$ cat src/rtl/serial_port_regs.svh
// Register map, field positions, reset values and frame counts of the serial port
//
// Functional notes
// - Control bit 7 selects frame format: 0 gives 8-bit, 1 gives 9-bit.
// - 8-bit frame is ten bit times: start, eight data LSB first, stop.
// - In 8-bit mode an accepted character stores its stop bit in ninth_rx_bit.
// - Writing the data buffer while idle loads the shifter and starts transmission; writes during a frame are ignored.
// - tx_done_flag sets when the last data bit ends, at stop bit start.
// - Reception only starts while receiver_enable is 1; clearing it stops reception.
// - 8-bit byte loads only if rx_done_flag is 0 and, with check enabled, stop is 1.
// - Failed acceptance leaves buffer, ninth_rx_bit and rx_done_flag untouched.
// - On overrun the first byte stays latched; later characters are discarded.
// - Interrupt raised, when enabled, whenever tx_done_flag or rx_done_flag is set.
// - 9-bit frame is eleven bit times: start, eight data, ninth bit, stop.
// - In 9-bit mode ninth_tx_bit is sent as ninth bit; unused in 8-bit mode.
// - In 9-bit mode the ninth bit goes to ninth_rx_bit; stop level ignored.
// - 9-bit mode with multiprocessor bit set accepts only ninth bit 1.
// - Control bit 6 is unused, always reads 1, writes ignored.
// - rx_done_flag sets when the stop bit is sampled, if acceptance holds.
// - Hardware never clears either done flag; only software writing 0 does.
// - Data buffer reads return receive latch; writes go to transmit shifter.
// - Both bit rates equal the shared timer overflow rate divided by two.
// - Receive timer is a private copy, same reload, forced reload on start.
`ifndef SERIAL_PORT_REGS_SVH
`define SERIAL_PORT_REGS_SVH

`define CTRL_INDEX      8'h98
`define DATA_INDEX      8'h99
`define CTRL_ADDR       12'h260
`define DATA_ADDR       12'h264

`define CTRL_RESET      8'h40
`define DATA_RESET      8'h00

`define BIT_MODE        7
`define BIT_UNUSED      6
`define BIT_MCE         5
`define BIT_REN         4
`define BIT_TB8         3
`define BIT_RB8         2
`define BIT_TI          1
`define BIT_RI          0

`define FRAME_BITS_8    4'd10
`define FRAME_BITS_9    4'd11
`define RX_SAMPLES_8    4'd9
`define RX_SAMPLES_9    4'd10

`endif

$ cat src/rtl/serial_port_pkg.sv
// Types shared by the serial port design
package serial_port_pkg;

   typedef struct packed {
      logic frame_mode_select;
      logic unused_one;
      logic multiproc_stop_check_enable;
      logic receiver_enable;
      logic ninth_tx_bit;
      logic ninth_rx_bit;
      logic tx_done_flag;
      logic rx_done_flag;
   } control_register_s;

   typedef struct packed {
      logic        valid;
      logic        write;
      logic [11:0] addr;
   } bus_phase_s;

   typedef enum logic [2:0] {
      TX_IDLE  = 3'b001,
      TX_WAIT  = 3'b010,
      TX_SHIFT = 3'b100
   } tx_state_e;

   typedef enum logic [2:0] {
      RX_IDLE  = 3'b001,
      RX_START = 3'b010,
      RX_BITS  = 3'b100
   } rx_state_e;

endpackage

$ cat src/rtl/async_serial_port.sv
// Asynchronous 8/9-bit serial port with AHB-Lite register access
`timescale 1ns/100ps
`include "serial_port_regs.svh"

module async_serial_port (
   input  wire logic        hclk,
   input  wire logic        hresetn,
   input  wire logic        hsel,
   input  wire logic [31:0] haddr,
   input  wire logic [1:0]  htrans,
   input  wire logic        hwrite,
   input  wire logic [2:0]  hsize,
   input  wire logic [31:0] hwdata,
   input  wire logic        hready,
   output logic      [31:0] hrdata,
   output logic             hreadyout,
   output logic             hresp,
   input  wire logic        timer_run,
   input  wire logic        timer_tick,
   input  wire logic        timer_overflow,
   input  wire logic [7:0]  timer_reload,
   input  wire logic        irq_enable,
   output logic             serial_irq,
   input  wire logic        serial_in_pin,
   output logic             serial_out_pin
);
   import serial_port_pkg::*;

   // ----------------------------------------------------------------
   // Bus slave
   // ----------------------------------------------------------------
   serial_port_pkg::bus_phase_s dp_reg;
   serial_port_pkg::bus_phase_s dp_next;
   logic                        wr_ctrl;
   logic                        wr_data;
   logic                        rd_ctrl;
   logic                        rd_data;

   always_comb begin
      dp_next.valid = hsel & htrans[1] & hready & (hsize == 3'h2);
      dp_next.write = hwrite;
      dp_next.addr  = haddr[11:0];
   end

   always_ff @(posedge hclk or negedge hresetn) begin
      if (!hresetn) begin
         dp_reg <= '0;
      end else begin
         dp_reg <= dp_next;
      end
   end

   assign wr_ctrl   = dp_reg.valid & dp_reg.write & (dp_reg.addr == `CTRL_ADDR);
   assign wr_data   = dp_reg.valid & dp_reg.write & (dp_reg.addr == `DATA_ADDR);
   assign rd_ctrl   = dp_reg.valid & ~dp_reg.write & (dp_reg.addr == `CTRL_ADDR);
   assign rd_data   = dp_reg.valid & ~dp_reg.write & (dp_reg.addr == `DATA_ADDR);
   assign hreadyout = 1'b1;
   assign hresp     = 1'b0;

   // ----------------------------------------------------------------
   // Registers
   // ----------------------------------------------------------------
   control_register_s ctrl_reg;
   control_register_s ctrl_next;
   logic [7:0]        rx_data_reg;
   logic [7:0]        rx_data_next;
   logic              tx_done_set;
   logic              rx_accept;
   logic              rx_ninth;
   logic [9:0]        rx_shift_reg;
   logic [9:0]        rx_shift_next;

   always_comb begin
      ctrl_next = ctrl_reg;
      rx_data_next = rx_data_reg;
      if (wr_ctrl) begin
         ctrl_next = control_register_s'(hwdata[7:0]);
      end
      ctrl_next.unused_one = 1'b1;
      if (tx_done_set) begin
         ctrl_next.tx_done_flag = 1'b1;
      end
      if (rx_accept) begin
         ctrl_next.rx_done_flag = 1'b1;
         ctrl_next.ninth_rx_bit = rx_ninth;
         rx_data_next = rx_shift_reg[7:0];
      end
   end

   always_ff @(posedge hclk or negedge hresetn) begin
      if (!hresetn) begin
         ctrl_reg    <= control_register_s'(`CTRL_RESET);
         rx_data_reg <= `DATA_RESET;
      end else begin
         ctrl_reg    <= ctrl_next;
         rx_data_reg <= rx_data_next;
      end
   end

   always_comb begin
      hrdata = 32'h0;
      if (rd_ctrl) begin
         hrdata = {24'h0, ctrl_reg};
      end else if (rd_data) begin
         hrdata = {24'h0, rx_data_reg};
      end
   end

   assign serial_irq = irq_enable & (ctrl_reg.tx_done_flag | ctrl_reg.rx_done_flag);

   // ----------------------------------------------------------------
   // Transmitter
   // ----------------------------------------------------------------
   tx_state_e  tx_state_reg;
   tx_state_e  tx_state_next;
   logic       tx_half_reg;
   logic       tx_half_next;
   logic [10:0] tx_frame_reg;
   logic [10:0] tx_frame_next;
   logic [3:0] tx_count_reg;
   logic [3:0] tx_count_next;
   logic [3:0] tx_len_reg;
   logic [3:0] tx_len_next;
   logic       tx_out_reg;
   logic       tx_out_next;
   logic       tx_tick;

   assign tx_tick = timer_overflow & tx_half_reg;

   always_comb begin
      tx_state_next = tx_state_reg;
      tx_half_next  = timer_overflow ? ~tx_half_reg : tx_half_reg;
      tx_frame_next = tx_frame_reg;
      tx_count_next = tx_count_reg;
      tx_len_next   = tx_len_reg;
      tx_out_next   = tx_out_reg;
      tx_done_set   = 1'b0;
      case (tx_state_reg)
         TX_IDLE: begin
            tx_out_next = 1'b1;
            if (wr_data) begin
               tx_state_next = TX_WAIT;
               if (ctrl_reg.frame_mode_select) begin
                  tx_frame_next = {1'b1, ctrl_reg.ninth_tx_bit, hwdata[7:0], 1'b0};
                  tx_len_next   = `FRAME_BITS_9;
               end else begin
                  tx_frame_next = {2'b11, hwdata[7:0], 1'b0};
                  tx_len_next   = `FRAME_BITS_8;
               end
            end
         end
         TX_WAIT: begin
            if (tx_tick) begin
               tx_state_next = TX_SHIFT;
               tx_out_next   = tx_frame_reg[0];
               tx_frame_next = {1'b1, tx_frame_reg[10:1]};
               tx_count_next = 4'd1;
            end
         end
         TX_SHIFT: begin
            if (tx_tick) begin
               if (tx_count_reg == tx_len_reg) begin
                  tx_state_next = TX_IDLE;
                  tx_out_next   = 1'b1;
               end else begin
                  tx_out_next   = tx_frame_reg[0];
                  tx_frame_next = {1'b1, tx_frame_reg[10:1]};
                  tx_count_next = tx_count_reg + 4'd1;
                  tx_done_set   = (tx_count_reg == tx_len_reg - 4'd1);
               end
            end
         end
         default: begin
            tx_state_next = TX_IDLE;
         end
      endcase
   end

   always_ff @(posedge hclk or negedge hresetn) begin
      if (!hresetn) begin
         tx_state_reg <= TX_IDLE;
         tx_half_reg  <= 1'b0;
         tx_frame_reg <= 11'h7ff;
         tx_count_reg <= 4'h0;
         tx_len_reg   <= `FRAME_BITS_8;
         tx_out_reg   <= 1'b1;
      end else begin
         tx_state_reg <= tx_state_next;
         tx_half_reg  <= tx_half_next;
         tx_frame_reg <= tx_frame_next;
         tx_count_reg <= tx_count_next;
         tx_len_reg   <= tx_len_next;
         tx_out_reg   <= tx_out_next;
      end
   end

   assign serial_out_pin = tx_out_reg;

   // ----------------------------------------------------------------
   // Receive bit timer and receiver
   // ----------------------------------------------------------------
   rx_state_e  rx_state_reg;
   rx_state_e  rx_state_next;
   logic [7:0] rx_timer_reg;
   logic [7:0] rx_timer_next;
   logic       rx_phase_reg;
   logic       rx_phase_next;
   logic       rx_prev_reg;
   logic [3:0] rx_count_reg;
   logic [3:0] rx_count_next;
   logic       rx_start;
   logic       rx_ovf;
   logic       rx_sample;
   logic       rx_last;
   logic       rx_stop;

   assign rx_start  = (rx_state_reg == RX_IDLE) & ctrl_reg.receiver_enable
                      & rx_prev_reg & ~serial_in_pin;
   assign rx_ovf    = timer_run & timer_tick & (rx_timer_reg == 8'hff);
   assign rx_sample = rx_ovf & ~rx_phase_reg;
   assign rx_last   = rx_count_reg == (ctrl_reg.frame_mode_select ? `RX_SAMPLES_9 - 4'd1
                                                                  : `RX_SAMPLES_8 - 4'd1);
   assign rx_stop   = serial_in_pin;
   assign rx_ninth  = ctrl_reg.frame_mode_select ? rx_shift_reg[8] : rx_stop;

   always_comb begin
      rx_timer_next = rx_timer_reg;
      rx_phase_next = rx_ovf ? ~rx_phase_reg : rx_phase_reg;
      if (rx_start) begin
         rx_timer_next = timer_reload;
         rx_phase_next = 1'b0;
      end else if (timer_run & timer_tick) begin
         rx_timer_next = (rx_timer_reg == 8'hff) ? timer_reload : rx_timer_reg + 8'h01;
      end
   end

   always_comb begin
      rx_state_next = rx_state_reg;
      rx_shift_next = rx_shift_reg;
      rx_count_next = rx_count_reg;
      rx_accept     = 1'b0;
      case (rx_state_reg)
         RX_IDLE: begin
            if (rx_start) begin
               rx_state_next = RX_START;
            end
         end
         RX_START: begin
            if (rx_sample) begin
               rx_state_next = serial_in_pin ? RX_IDLE : RX_BITS;
               rx_count_next = 4'd0;
            end
         end
         RX_BITS: begin
            if (rx_sample) begin
               rx_shift_next[rx_count_reg] = serial_in_pin;
               rx_count_next = rx_count_reg + 4'd1;
               if (rx_last) begin
                  rx_state_next = RX_IDLE;
                  // Stop check in 8-bit mode, address filter in 9-bit mode
                  rx_accept = ~ctrl_reg.rx_done_flag
                              & (~ctrl_reg.multiproc_stop_check_enable | rx_ninth);
               end
            end
         end
         default: begin
            rx_state_next = RX_IDLE;
         end
      endcase
      if (!ctrl_reg.receiver_enable) begin
         rx_state_next = RX_IDLE;
         rx_accept     = 1'b0;
      end
   end

   always_ff @(posedge hclk or negedge hresetn) begin
      if (!hresetn) begin
         rx_state_reg <= RX_IDLE;
         rx_timer_reg <= 8'h00;
         rx_phase_reg <= 1'b0;
         rx_prev_reg  <= 1'b1;
         rx_shift_reg <= 10'h000;
         rx_count_reg <= 4'h0;
      end else begin
         rx_state_reg <= rx_state_next;
         rx_timer_reg <= rx_timer_next;
         rx_phase_reg <= rx_phase_next;
         rx_prev_reg  <= serial_in_pin;
         rx_shift_reg <= rx_shift_next;
         rx_count_reg <= rx_count_next;
      end
   end
endmodule

$ cat config.mk
export PLATFORM = sky130hd
export DESIGN_NAME = async_serial_port
export DESIGN_NICKNAME = d
export VERILOG_FILES = /design/src/rtl/serial_port_pkg.sv /design/src/rtl/async_serial_port.sv
export VERILOG_INCLUDE_DIRS = /design/src /design/src/rtl
export SDC_FILE = /design/constraint.sdc
export NUM_CORES = 1
export LEC_CHECK = 0
export ABC_AREA = 1
export BUFFER_PORTS_ARGS = -buffer_cell sky130_fd_sc_hd__buf_2
export CORE_AREA = 2 2 88 90
export CTS_CLUSTER_SIZE = 14
export DETAILED_ROUTE_END_ITERATION = 10
export DIE_AREA = 0 0 90 92
export PLACE_DENSITY_LB_ADDON = 0.25
export SYNTH_ARGS = -nofsm -noshare
export SYNTH_HDL_FRONTEND = slang
export SYNTH_SLANG_ARGS = --single-unit
$ cat constraint.sdc
create_clock -name hclk -period 4.6 [get_ports hclk]
set_input_delay 0.69 -clock hclk [delete_from_list [all_inputs] [get_ports hclk]]
set_output_delay 0.69 -clock hclk [all_outputs]
set_load 0.005 [all_outputs]
==> out/metrics.sh, run 1 <==
STATUS='completed'
KIND_OF_CRITICAL_PATH='register to output port'
GRT_SETUP_UNREPAIRED='false'
FMAX_MHz=378
IOPINCOUNT=123
CTS_MAX_LEVEL=3
CTS_BUFFERS=9
LARGEST_REG_FLOPS=14
GLOBALROUTE.TOTALOVERFLOW=0
FLOORPLAN.ROWS=32
FINAL_CYCLE_UTILIZATION_OF_THE_CRITICAL_PATH_PCT=57.4
PLACE_WS_NS=2.34
CLOCK_TREE_FROM_TRITONCTS='done'
SYNTHESIS.AREA_PER_INSTANCE_SQ_UM=8.18
POST_SYNTH_MUX_AREA_SHARE_PCT=0
CORE_REGION_AREA_SQ_UM=7450
INITIAL_CORE_UTIL_PCT=52.9
CRIT_PATH_END_KIND='output port'
WORST_SKEW_PAIR.LATE_LATENCY_NS=0.35
LAYOUT.NETS=632
HPWLAFTERDP_MICRONS=5720
WORST-SLEW-PIN-TRANSITION_NS=0.718
FINAL_ANTENNA_NET_COUNT=0
POWER-PER-CELL-AREA_nW_PER_UM2=341
FP.DIEH_MICRONS=92
ASYNC_RESET_FF_SHARE_PCT=100
PORTBUFFERS=51
SYNTH_CELL_TYPES=37
WL_PER_CELL_MICRONS=12.1
DRT_ITER0_MARKERS=175
SYNTH-COMPOUND-AREA-SHARE_PCT=8.25
TIMING.CRITICAL_PATH.FROM_TYPE='register'
SYNTH_SEQUENTIAL_AREA_RATIO_PCT=48.1
POST_SYNTH_AND_OR_NAND_NOR_AREA_FRACTION_PCT=29.1
GRT_USE_TOTAL_PCT=20.1
SETUP_VIOLATIONS=0
CLK_TRANSITION_REPORTED_PATHS_NS=0.08
SLEW_HEADROOM_PCT=52.1
POWER_LEAKAGE_nW=2.29
CTS_NUM_SINKS=75
VIAS=3180
ROUTE.DETAILED.DRC=0
CTS.PATH.MAX_BUFFERS=2
WIRE_LENGTH_OF_THE_FIRST_GLOBAL_ROUTING_PASS_MICRONS=13600
SYN2LAYOUT_AREA_GROWTH_PCT=11.6
DIEAREA_SQ_UM=8280
ANTENNA_CELLS=0
WORSTPATHARRIVAL_NS=1.95
PLACE.GP.CONGESTION=0.838
SYNTH-SEQ-CELLS=75
IR_WORST_VDD_mV=0.272
POST-SYNTH-TOP-AREA-CELL='dfrtp_1'
SYNTH_TOP_FLOP_CELL='dfrtp_1'
COUNT_OF_FLIP_FLOPS_WITH_A_BUILT_IN_ENABLE_AFTER_SYNTHESIS=0
DETAIL_ROUTE.VIAS_PER_CELL=4.92
SYNTH_AREA_SQ_UM=3940
FIN_SKEW_NS=0.00861
DIE_X_MICRONS=90
SYN_INST=482
SYNTH_TOP_AREA_SHARE_PCT=38.7
WORST-ENDPOINT-REQUIRED_NS=3.91
CTS_ROOT_BUFFER='clkbuf_8'
CELLS_TAKING_THE_MOST_AREA_AFTER_SYNTHESIS='dfrtp_1 39%, nand2_1 14%, dfstp_2 9.3%'
CTS_HOLD_REPAIR.BUFFERS=0
FINALWIRELENGTH_MICRONS=7820
FINAL_CRITICAL_PATH_SETUP_SLACK_NS=1.96
LAYOUT_MIN_CYCLE_TIME_NS=2.64
GRT_START_MAX_NET_PINS=45
SYNTH_TOP_FAMILY_BY_AREA='simple AND/OR/NAND/NOR gates'
POST_SYNTH_FA_HA_MAJ_AREA_FRACTION_PCT=1.90
NUMBER_OF_GLOBAL_ROUTE_VIAS_BEFORE_REPAIR=2999
YS_WARN_COUNT=0
MAX_CAP_VIOL_COUNT=0
POST_CTS_RESIZED=0
CRITICAL_PATH.MAX_FANOUT=8
YOSYS.AREA_SHARE.XOR_XNOR_PCT=1.78
MAXSLEWVIOLCOUNT=0
POST-CTS-SETUP-BUFFERS=0
TIMING.HOLD.WORST.CLASS='input port to async pin'
TIMING.SETUP.TNS_NS=0
FINALHOLDVIOLCOUNT=0
GRT_ANTENNA_BEFORE_REPAIR=0
DR.PASS1.ITERS=4
FINAL_LAYOUT_SIZE_SUFFIX_GT1_SHARE_PCT=21.0
[cell usage after synthesis, drive strengths merged, types with 2 or more instances]
| master | count |
|---|---|
| a31oi | 2 |
| ha | 6 |
| nand3 | 46 |
| o21ai | 42 |
| nand4 | 7 |
| inv | 52 |
| dfrtp | 61 |
| nor3 | 5 |
| dfstp | 14 |
| o22ai | 7 |
| nand2 | 157 |
| or2 | 2 |
| xor2 | 6 |
| nor2 | 30 |
| conb | 2 |
| a21oi | 5 |
| xnor2 | 2 |
| buf | 30 |
[cell families (layout without fill, tap and decap cells)]
| logic type | Yosys count | count (layout) |
|---|---|---|
| simple gates | 248 | 248 |
| flops | 75 | 75 |
| buf+inv | 83 | 121 |
| xor+xnor | 8 | 8 |
| other cells | 2 | 26 |
| compound gates | 60 | 60 |
| fa+ha+maj | 6 | 6 |
[through the flow]
stage / utilization (%) / area [sq um] / std cells / hold WS [ns] / power [mW]
global placement: 56.5 / 4200 / 630 / 0.450 / 0.988
global route: 59.1 / 4400 / 646 / 0.430 / 1.58
detailed placement: 56.5 / 4200 / 630 / 0.455 / 0.999
floorplan: - / 4030 / 506 / 0.394 / 0.946
CTS: 59.1 / 4400 / 646 / 0.401 / 1.51
finish: 59.1 / 4400 / 646 / 0.378 / 1.50
[path summary, 6_finish.rpt]
| path | from | endpoint | slack, ns | cells past startpoint |
|---|---|---|---|---|
| worst min-delay path | hresetn | tx_count_reg[2] | 0.38 | 1 |
| max in group asynchronous | hresetn | rx_shift_reg[1] | 3.18 | 2 |
| min in group hclk | haddr[8] | dp_reg[8] | 0.44 | 1 |
| worst min register to register | tx_frame_reg[3] | tx_frame_reg[3] | 0.47 | 2 |
| worst max register to register | tx_state_reg[0] | tx_frame_reg[6] | 2.88 | 9 |
| worst max-delay path | dp_reg[1] | hrdata[0] | 1.96 | 5 |
[cell type report]
type | count | area [sq um]
repair buffers | 52 | 263
inverters | 53 | 204
clock buffers | 11 | 141
fillers | 713 | 3050
clock inverters | 5 | 52.6
well taps | 102 | 128
multi-input cells | 348 | 1720
flip-flops and latches | 75 | 1890
[layout by cell type (no fill, tap or decap), types with 2 or more instances in the layout]
| cell | instances |
|---|---|
| nand2_1 | 148 |
| dfrtp_1 | 61 |
| buf_2 | 51 |
| inv_1 | 45 |
| nand3_1 | 44 |
| o21ai_0 | 27 |
| conb_1 | 26 |
| nor2_1 | 23 |
| o21ai_1 | 14 |
| dfstp_2 | 14 |
| clkbuf_8 | 10 |
| inv_2 | 7 |
| o22ai_1 | 7 |
| nand2_2 | 7 |
| xor2_1 | 6 |
| ha_1 | 6 |
| nand4_1 | 5 |
| nor2_4 | 5 |
| a21oi_1 | 5 |
| nor3_2 | 3 |
| clkinv_2 | 3 |
| nor3_1 | 2 |
| nand4_2 | 2 |
| nand3_2 | 2 |
| nand2_4 | 2 |
| xnor2_1 | 2 |
| a31oi_1 | 2 |
[where the power goes]
| part | leakage (nW) | internal (mW) | switching (mW) |
|---|---|---|---|
| clock network | 0.0991 | 0.263 | 0.244 |
| logic | 1.30 | 0.0876 | 0.148 |
| registers | 0.892 | 0.712 | 0.0449 |
| total | 2.29 | 1.06 | 0.437 |
[routing by layer]
layer,GRT usage (%),wire (microns)
met1,25.8,3580
met2,34.7,3910
met3,2.96,219
met4,7.31,110
met5,0,0
[worst max-delay path: stages (launching register included)]
cell and delay (ns):
dfrtp_1 0.36, or2_1 0.26, nor3_2 0.19, nand3_1 0.30, o22ai_1 0.33, buf_2 0.17
No activity file was read; power rests on OpenSTA's default activity.
==> inputs of run 2 (changes only) <==
CORE_AREA = 2 2 91 93   (was 2 2 88 90)
DIE_AREA = 0 0 93 95   (was 0 0 90 92)
clock period = 2.6 ns   (was 4.6 ns; I/O delays follow)
==> out/metrics.sh, run 2 (synthesized netlist as in run 1, its figures left out) <==
RRSETUPSLACK_NS=0.82  # -2.06 ns
FINAL_LAYOUT_SIZE_SUFFIX_GT1_SHARE_PCT=21.2  # +0.29 points
CTS_BUFFERS=9  # unchanged
MAX_CAP_VIOL_COUNT=0  # unchanged
LAYOUT.CELLS.NON_FILLER=651  # +0.77%
TIMING.SETUP.TNS_NS=0  # unchanged
CLOCK_TREE_FROM_TRITONCTS='done'
FP.DIEH_MICRONS=95  # +3.3%
VIAS=3147  # -1.0%
WORST_PATH_DOMINANT_CELL_FAMILY='simple AND/OR/NAND/NOR gates'
TIMING.RR.START='tx_state_reg[0]'
GRT_SETUP_UNREPAIRED='false'
WORST_CASE_REG_TO_REG_PATH_DEPTH=9  # unchanged
FINAL.FILL_COUNT=741  # +3.9%
FINALWIRELENGTH_MICRONS=7540  # -3.6%
CRITICAL_PATH.REG2REG.ENDPOINT='tx_frame_reg[2]'
CTS_MAX_LEVEL=3  # unchanged
CRITICAL_PATH_CELL_COUNT=5  # unchanged
GRT_ANTENNA_BEFORE_REPAIR=0  # unchanged
FINAL_CYCLE_UTILIZATION_OF_THE_CRITICAL_PATH_PCT=90.9
WORST-ENDPOINT-REQUIRED_NS=2.21  # -1.70 ns
NUMBER_OF_GLOBAL_ROUTE_VIAS_BEFORE_REPAIR=2909  # -3.0%
PLACE.GP.CONGESTION=0.861  # +2.7%
SETUP_VIOLATIONS=0  # unchanged
WORST-SLEW-PIN-TRANSITION_NS=0.504  # -0.214 ns
CTS_ROOT_BUFFER='clkbuf_8'
CRITPATHCAPTURE='hrdata[1]'
DIE_X_MICRONS=93  # +3.3%
FMAX_MHz=423
CLK_TRANSITION_REPORTED_PATHS_NS=0.08  # about the same
TIMING.CRITICAL_PATH.FROM_TYPE='register'
DP.CELLS=634  # +0.63%
DIEAREA_SQ_UM=8840  # +6.7%
CRIT_PATH_END_KIND='output port'
POWER_LEAKAGE_nW=2.31  # +0.72%
GLOBALROUTE.TOTALOVERFLOW=0  # unchanged
IOPINCOUNT=123  # unchanged
MIN_DELAY_PATH_DEPTH=1
WL_PER_CELL_MICRONS=11.6  # -4.3%
FINAL_ANTENNA_NET_COUNT=0  # unchanged
STATUS='completed'
LAYOUT_MIN_CYCLE_TIME_NS=2.36
GRT_USE_TOTAL_PCT=19.1  # -0.95 points
LAYOUT.NETS=634  # +0.32%
PORTBUFFERS=51  # unchanged
ANTENNA_CELLS=0  # unchanged
MAXSLEWVIOLCOUNT=0  # unchanged
GRT_START_MAX_NET_PINS=28  # -38%
SLEW_HEADROOM_PCT=66.4  # +14 points
LAYOUT_COMMONEST_CELL='nand2_1'
MULTI_INPUT_COMB_AREA_SQ_UM=1720  # unchanged
HPWLAFTERDP_MICRONS=5690  # -0.55%
HOLDCRITSTARTPOINT='haddr[10]'
REGISTER_AREA_SQ_UM=1890  # unchanged
CHAIN_OF_CELLS_FORMING_THE_CRITICAL_PATH='or2_1 > nor3_2 > nand3_1 > o22ai_1 > buf_2'
DR.PASS1.ITERS=5  # +1
WIRE_LENGTH_OF_THE_FIRST_GLOBAL_ROUTING_PASS_MICRONS=13300  # -2.1%
KIND_OF_CRITICAL_PATH='register to output port'
DRT_ITER0_MARKERS=155  # -11%
CTS.PATH.MAX_BUFFERS=2  # unchanged
TIMING.HOLD.WORST.CLASS='input port to register'
POWER-PER-CELL-AREA_nW_PER_UM2=607  # +78%
ROUTE.DETAILED.DRC=0  # unchanged
CORE_REGION_AREA_SQ_UM=7930  # +6.5%
LAYOUT.CELLS.MOST_COMMON_LIST='148 x nand2_1, 61 x dfrtp_1, 51 x buf_2, 45 x inv_1, 44 x nand3_1'
CRITICAL_PATH.MAX_FANOUT=8  # unchanged
WORST-PATH-BUF-INV=1  # unchanged
INITIAL_CORE_UTIL_PCT=49.7  # -3.2 points
HOLD_WS_NS=0.147  # -0.232 ns
DETAIL_ROUTE.VIAS_PER_CELL=4.83  # -1.8%
POST_CTS_RESIZED=0  # unchanged
WORST_SKEW_PAIR.LATE_LATENCY_NS=0.35  # about the same
LARGEST_REG_FLOPS=14  # unchanged
CRITICAL_PATH.STARTPOINT='dp_reg[1]'
FLOORPLAN.ROWS=33  # +3.1%
MAX_STAGE_DELAY_NS=0.36  # about the same
WORSTPATHARRIVAL_NS=1.97  # +0.02 ns
IR_WORST_VDD_mV=0.588  # +120%
CTS_NUM_SINKS=75  # unchanged
FINALHOLDVIOLCOUNT=0  # unchanged
CRITICAL_PATH.SLOWEST_CELL='dfrtp_1'
SYN2LAYOUT_AREA_GROWTH_PCT=12.8
FIN_SKEW_NS=0.0150  # +0.00641 ns
## run 2: power by group
part,internal (mW),switching (mW)
clock network,0.527,0.431
logic,0.155,0.248
registers,1.26,0.0789
total,1.94,0.757
## run 2: worst min path at each step
stage,slack (ns),end
after global placement,0.39,tx_count_reg[2]
after CTS,0.13,dp_reg[10]
after floorplan,0.09,ctrl_reg[0]
after global routing,0.12,dp_reg[6]
final,0.15,dp_reg[10]
after detailed placement,0.38,tx_count_reg[2]
## run 2: area by class of cell
type,instances,share of cell area (%)
well taps,105,2.95
flip-flops and latches,75,42.6
repair buffers,54,6.30
clock inverters,5,1.32
clock buffers,11,3.66
inverters,53,4.59
multi-input cells,348,38.6
## run 2: layer usage
metal | vias to the layer above | GRT usage, % | wire length (microns)
met5 | - | 0 | 0
met3 | 10 | 5.51 | 258
li1 | 1609 | - | -
met4 | 0 | 5.76 | 100
met2 | 58 | 32.1 | 3760
met1 | 1470 | 24.2 | 3430
## run 2: through the flow
stage | instance area, sq um | setup slack, ns | power (mW) | util (%)
final | 4450 | 0.237 | 2.70 | 56.1
after global routing | 4450 | 0.0278 | 2.87 | 56.1
after CTS | 4450 | 0.248 | 2.73 | 56.1
after detailed placement | 4220 | 0.636 | 1.76 | 53.2
after global placement | 4220 | 0.631 | 1.75 | 53.2
after floorplan | 4030 | 1.03 | 1.67 | -
## run 2: repair_timing
action | in CTS | in global routing
setup buffers | 0 | 0
hold endpoints to repair | 1 | 0
setup endpoints to repair | 0 | 0
hold buffers | 1 | 0
==> inputs of run 3 (changes only) <==
--- a/config.mk
+++ b/config.mk
@@ -14,4 +14,5 @@
 export DIE_AREA = 0 0 93 95
 export PLACE_DENSITY_LB_ADDON = 0.25
+export SETUP_SLACK_MARGIN = 0.3
 export SYNTH_ARGS = -nofsm -noshare
 export SYNTH_HDL_FRONTEND = slang
==> constraint.sdc (replaced) <==
create_clock -name hclk -period 2.6 [get_ports hclk]
set_input_delay 0.26 -clock hclk [delete_from_list [all_inputs] [get_ports hclk]]
set_output_delay 0.26 -clock hclk [all_outputs]
set_load 0.005 [all_outputs]
==> out/metrics.sh, run 3 (synthesized netlist as in run 1, its figures left out) <==
STATUS='completed'
PORTBUFFERS=51  # unchanged
INITIAL_CORE_UTIL_PCT=49.7  # unchanged
CRITICAL_PATH.MAX_FANOUT=8  # unchanged
SLEW_HEADROOM_PCT=65.1  # -1.3 points
LAYOUT.CELLS.MOST_COMMON_LIST='148 x nand2_1, 61 x dfrtp_1, 51 x buf_2, 45 x inv_1, 42 x nand3_1'
FIN_SKEW_NS=0.0103  # -0.00470 ns
VIAS=3171  # +0.76%
HPWLAFTERDP_MICRONS=5690  # about the same
WORST_SKEW_PAIR.LATE_LATENCY_NS=0.35  # about the same
ANTENNA_CELLS=0  # unchanged
FLOORPLAN.ROWS=33  # unchanged
FIN_TOTAL_PWR_mW=2.70  # about the same
CRITICAL_PATH.SLOWEST_CELL='dfrtp_1'
CHAIN_OF_CELLS_FORMING_THE_CRITICAL_PATH='or2_1 > nor3_2 > nand3_2 > o22ai_1 > buf_2'
POST-CTS-SETUP-BUFFERS=0  # unchanged
FINALWIRELENGTH_MICRONS=7860  # +4.2%
GRT_START_MAX_NET_PINS=28  # unchanged
WORSTPATHARRIVAL_NS=1.89  # -0.08 ns
LAYOUT_MIN_CYCLE_TIME_NS=2.15  # -0.216 ns
POWER_LEAKAGE_nW=2.35  # +1.7%
WL_PER_CELL_MICRONS=11.9  # +2.5%
CRIT_PATH_END_KIND='output port'
DR.PASS1.ITERS=4  # -1
DIE_X_MICRONS=93  # unchanged
IR_WORST_VDD_mV=0.363  # -38%
SETUP_VIOLATIONS=0  # unchanged
LAYOUT.NETS=645  # +1.7%
CLK_TRANSITION_REPORTED_PATHS_NS=0.08  # about the same
CTS_NUM_SINKS=75  # unchanged
WORST-ENDPOINT-REQUIRED_NS=2.34  # +0.13 ns
DRT_ITER0_MARKERS=136  # -12%
MAXSLEWVIOLCOUNT=0  # unchanged
FINAL_LAYOUT_SIZE_SUFFIX_GT1_SHARE_PCT=21.2  # -0.061 points
WORST-PATH-BUF-INV=1  # unchanged
DETAIL_ROUTE.VIAS_PER_CELL=4.79  # -0.91%
PLACE.GP.CONGESTION=0.845  # -1.9%
POWER-PER-CELL-AREA_nW_PER_UM2=593  # -2.3%
DIEAREA_SQ_UM=8840  # unchanged
TIMING.HOLD.WORST.CLASS='input port to register'
WORST-SLEW-PIN-TRANSITION_NS=0.524  # +0.0202 ns
MAX_STAGE_DELAY_NS=0.37  # about the same
TIMING.CRITICAL_PATH.FROM_TYPE='register'
FP.DIEH_MICRONS=95  # unchanged
SYN2LAYOUT_AREA_GROWTH_PCT=15.6
CTS_MAX_LEVEL=3  # unchanged
LARGEST_REG_FLOPS=14  # unchanged
FINALHOLDVIOLCOUNT=0  # unchanged
IOPINCOUNT=123  # unchanged
WORST_PATH_DOMINANT_CELL_FAMILY='simple AND/OR/NAND/NOR gates'
GLOBALROUTE.TOTALOVERFLOW=0  # unchanged
LAYOUT_COMMONEST_CELL='nand2_1'
CTS_ROOT_BUFFER='clkbuf_8'
FINAL_CYCLE_UTILIZATION_OF_THE_CRITICAL_PATH_PCT=82.6  # -8.3 points
FINAL_ANTENNA_NET_COUNT=0  # unchanged
TIMING.SETUP.TNS_NS=0  # unchanged
CORE_REGION_AREA_SQ_UM=7930  # unchanged
NUMBER_OF_GLOBAL_ROUTE_VIAS_BEFORE_REPAIR=2935  # +0.89%
MAX_CAP_VIOL_COUNT=0  # unchanged
GRT_ANTENNA_BEFORE_REPAIR=0  # unchanged
FMAX_MHz=466  # +10%
GRT_USE_TOTAL_PCT=19.3  # +0.18 points
ROUTE.DETAILED.DRC=0  # unchanged
CLOCK_TREE_FROM_TRITONCTS='done'
GRT_SETUP_UNREPAIRED='false'
CTS_BUFFERS=9  # unchanged
WIRE_LENGTH_OF_THE_FIRST_GLOBAL_ROUTING_PASS_MICRONS=13400  # +1.1%
KIND_OF_CRITICAL_PATH='register to output port'
CTS.PATH.MAX_BUFFERS=2  # unchanged
HOLD_WS_NS=0.0179  # -0.129 ns
-- run 3: through the flow --
stage          instances  area [sq um]  setup slack [ns]  util, %
3_5_place_dp         634          4220             0.762     53.2
5_1_grt              662          4550             0.296     57.4
6_report             662          4550             0.452     57.4
3_3_place_gp         634          4220             0.760     53.2
2_1_floorplan        506          4030              1.16        -
4_1_cts              655          4470             0.369     56.4
-- run 3: area by class of cell --
cell class | instances | area, sq um
multi-input cells | 348 | 1730
repair buffers | 65 | 390
inverters | 53 | 204
flip-flops and latches | 75 | 1890
well taps | 105 | 131
clock buffers | 10 | 138
clock inverters | 6 | 71.3
fillers | 741 | 3370
-- run 3: metal layers --
layer,vias to the layer above,routed length [microns],global-route usage (%)
li1,1642,-,-
met1,1471,3710,24.7
met2,45,3780,31.9
met3,13,220,4.39
met4,0,155,7.84
met5,-,0,0
-- run 3: worst paths after layout --
kind | end | slack [ns] | cells past startpoint | start
worst max-delay path | hrdata[4] | 0.45 | 5 | dp_reg[1]
worst min-delay path | dp_reg[8] | 0.02 | 1 | haddr[8]
worst max register to register | tx_frame_reg[2] | 0.87 | 9 | tx_state_reg[0]
worst min register to register | tx_frame_reg[5] | 0.47 | 2 | tx_frame_reg[5]
max in group asynchronous | rx_prev_reg | 1.39 | 3 | hresetn
min in group asynchronous | tx_count_reg[2] | 0.42 | 2 | hresetn
-- run 3: power breakdown --
part | switching [mW] | internal (mW)
Sequential | 0.0815 | 1.26
Clock | 0.464 | 0.478
Combinational | 0.252 | 0.166
Total | 0.797 | 1.90
-- run 3: what timing repair did --
action | 4_1_cts | 5_1_grt
gates resized for setup | 0 | 2
hold buffers | 5 | 7
endpoints found under the hold margin | 25 | 7
setup endpoints to repair | 0 | 8
-- run 3: worst reg2reg max path, cell delays in order (launching register included) --
cell and delay, ns:
dfstp_2 0.54, inv_2 0.04, nand3_1 0.13, nand2_2 0.22
nand2_1 0.21, inv_2 0.08, nor2_8 0.19, nand2_4 0.12
nand2_1 0.08, nand2_1 0.05
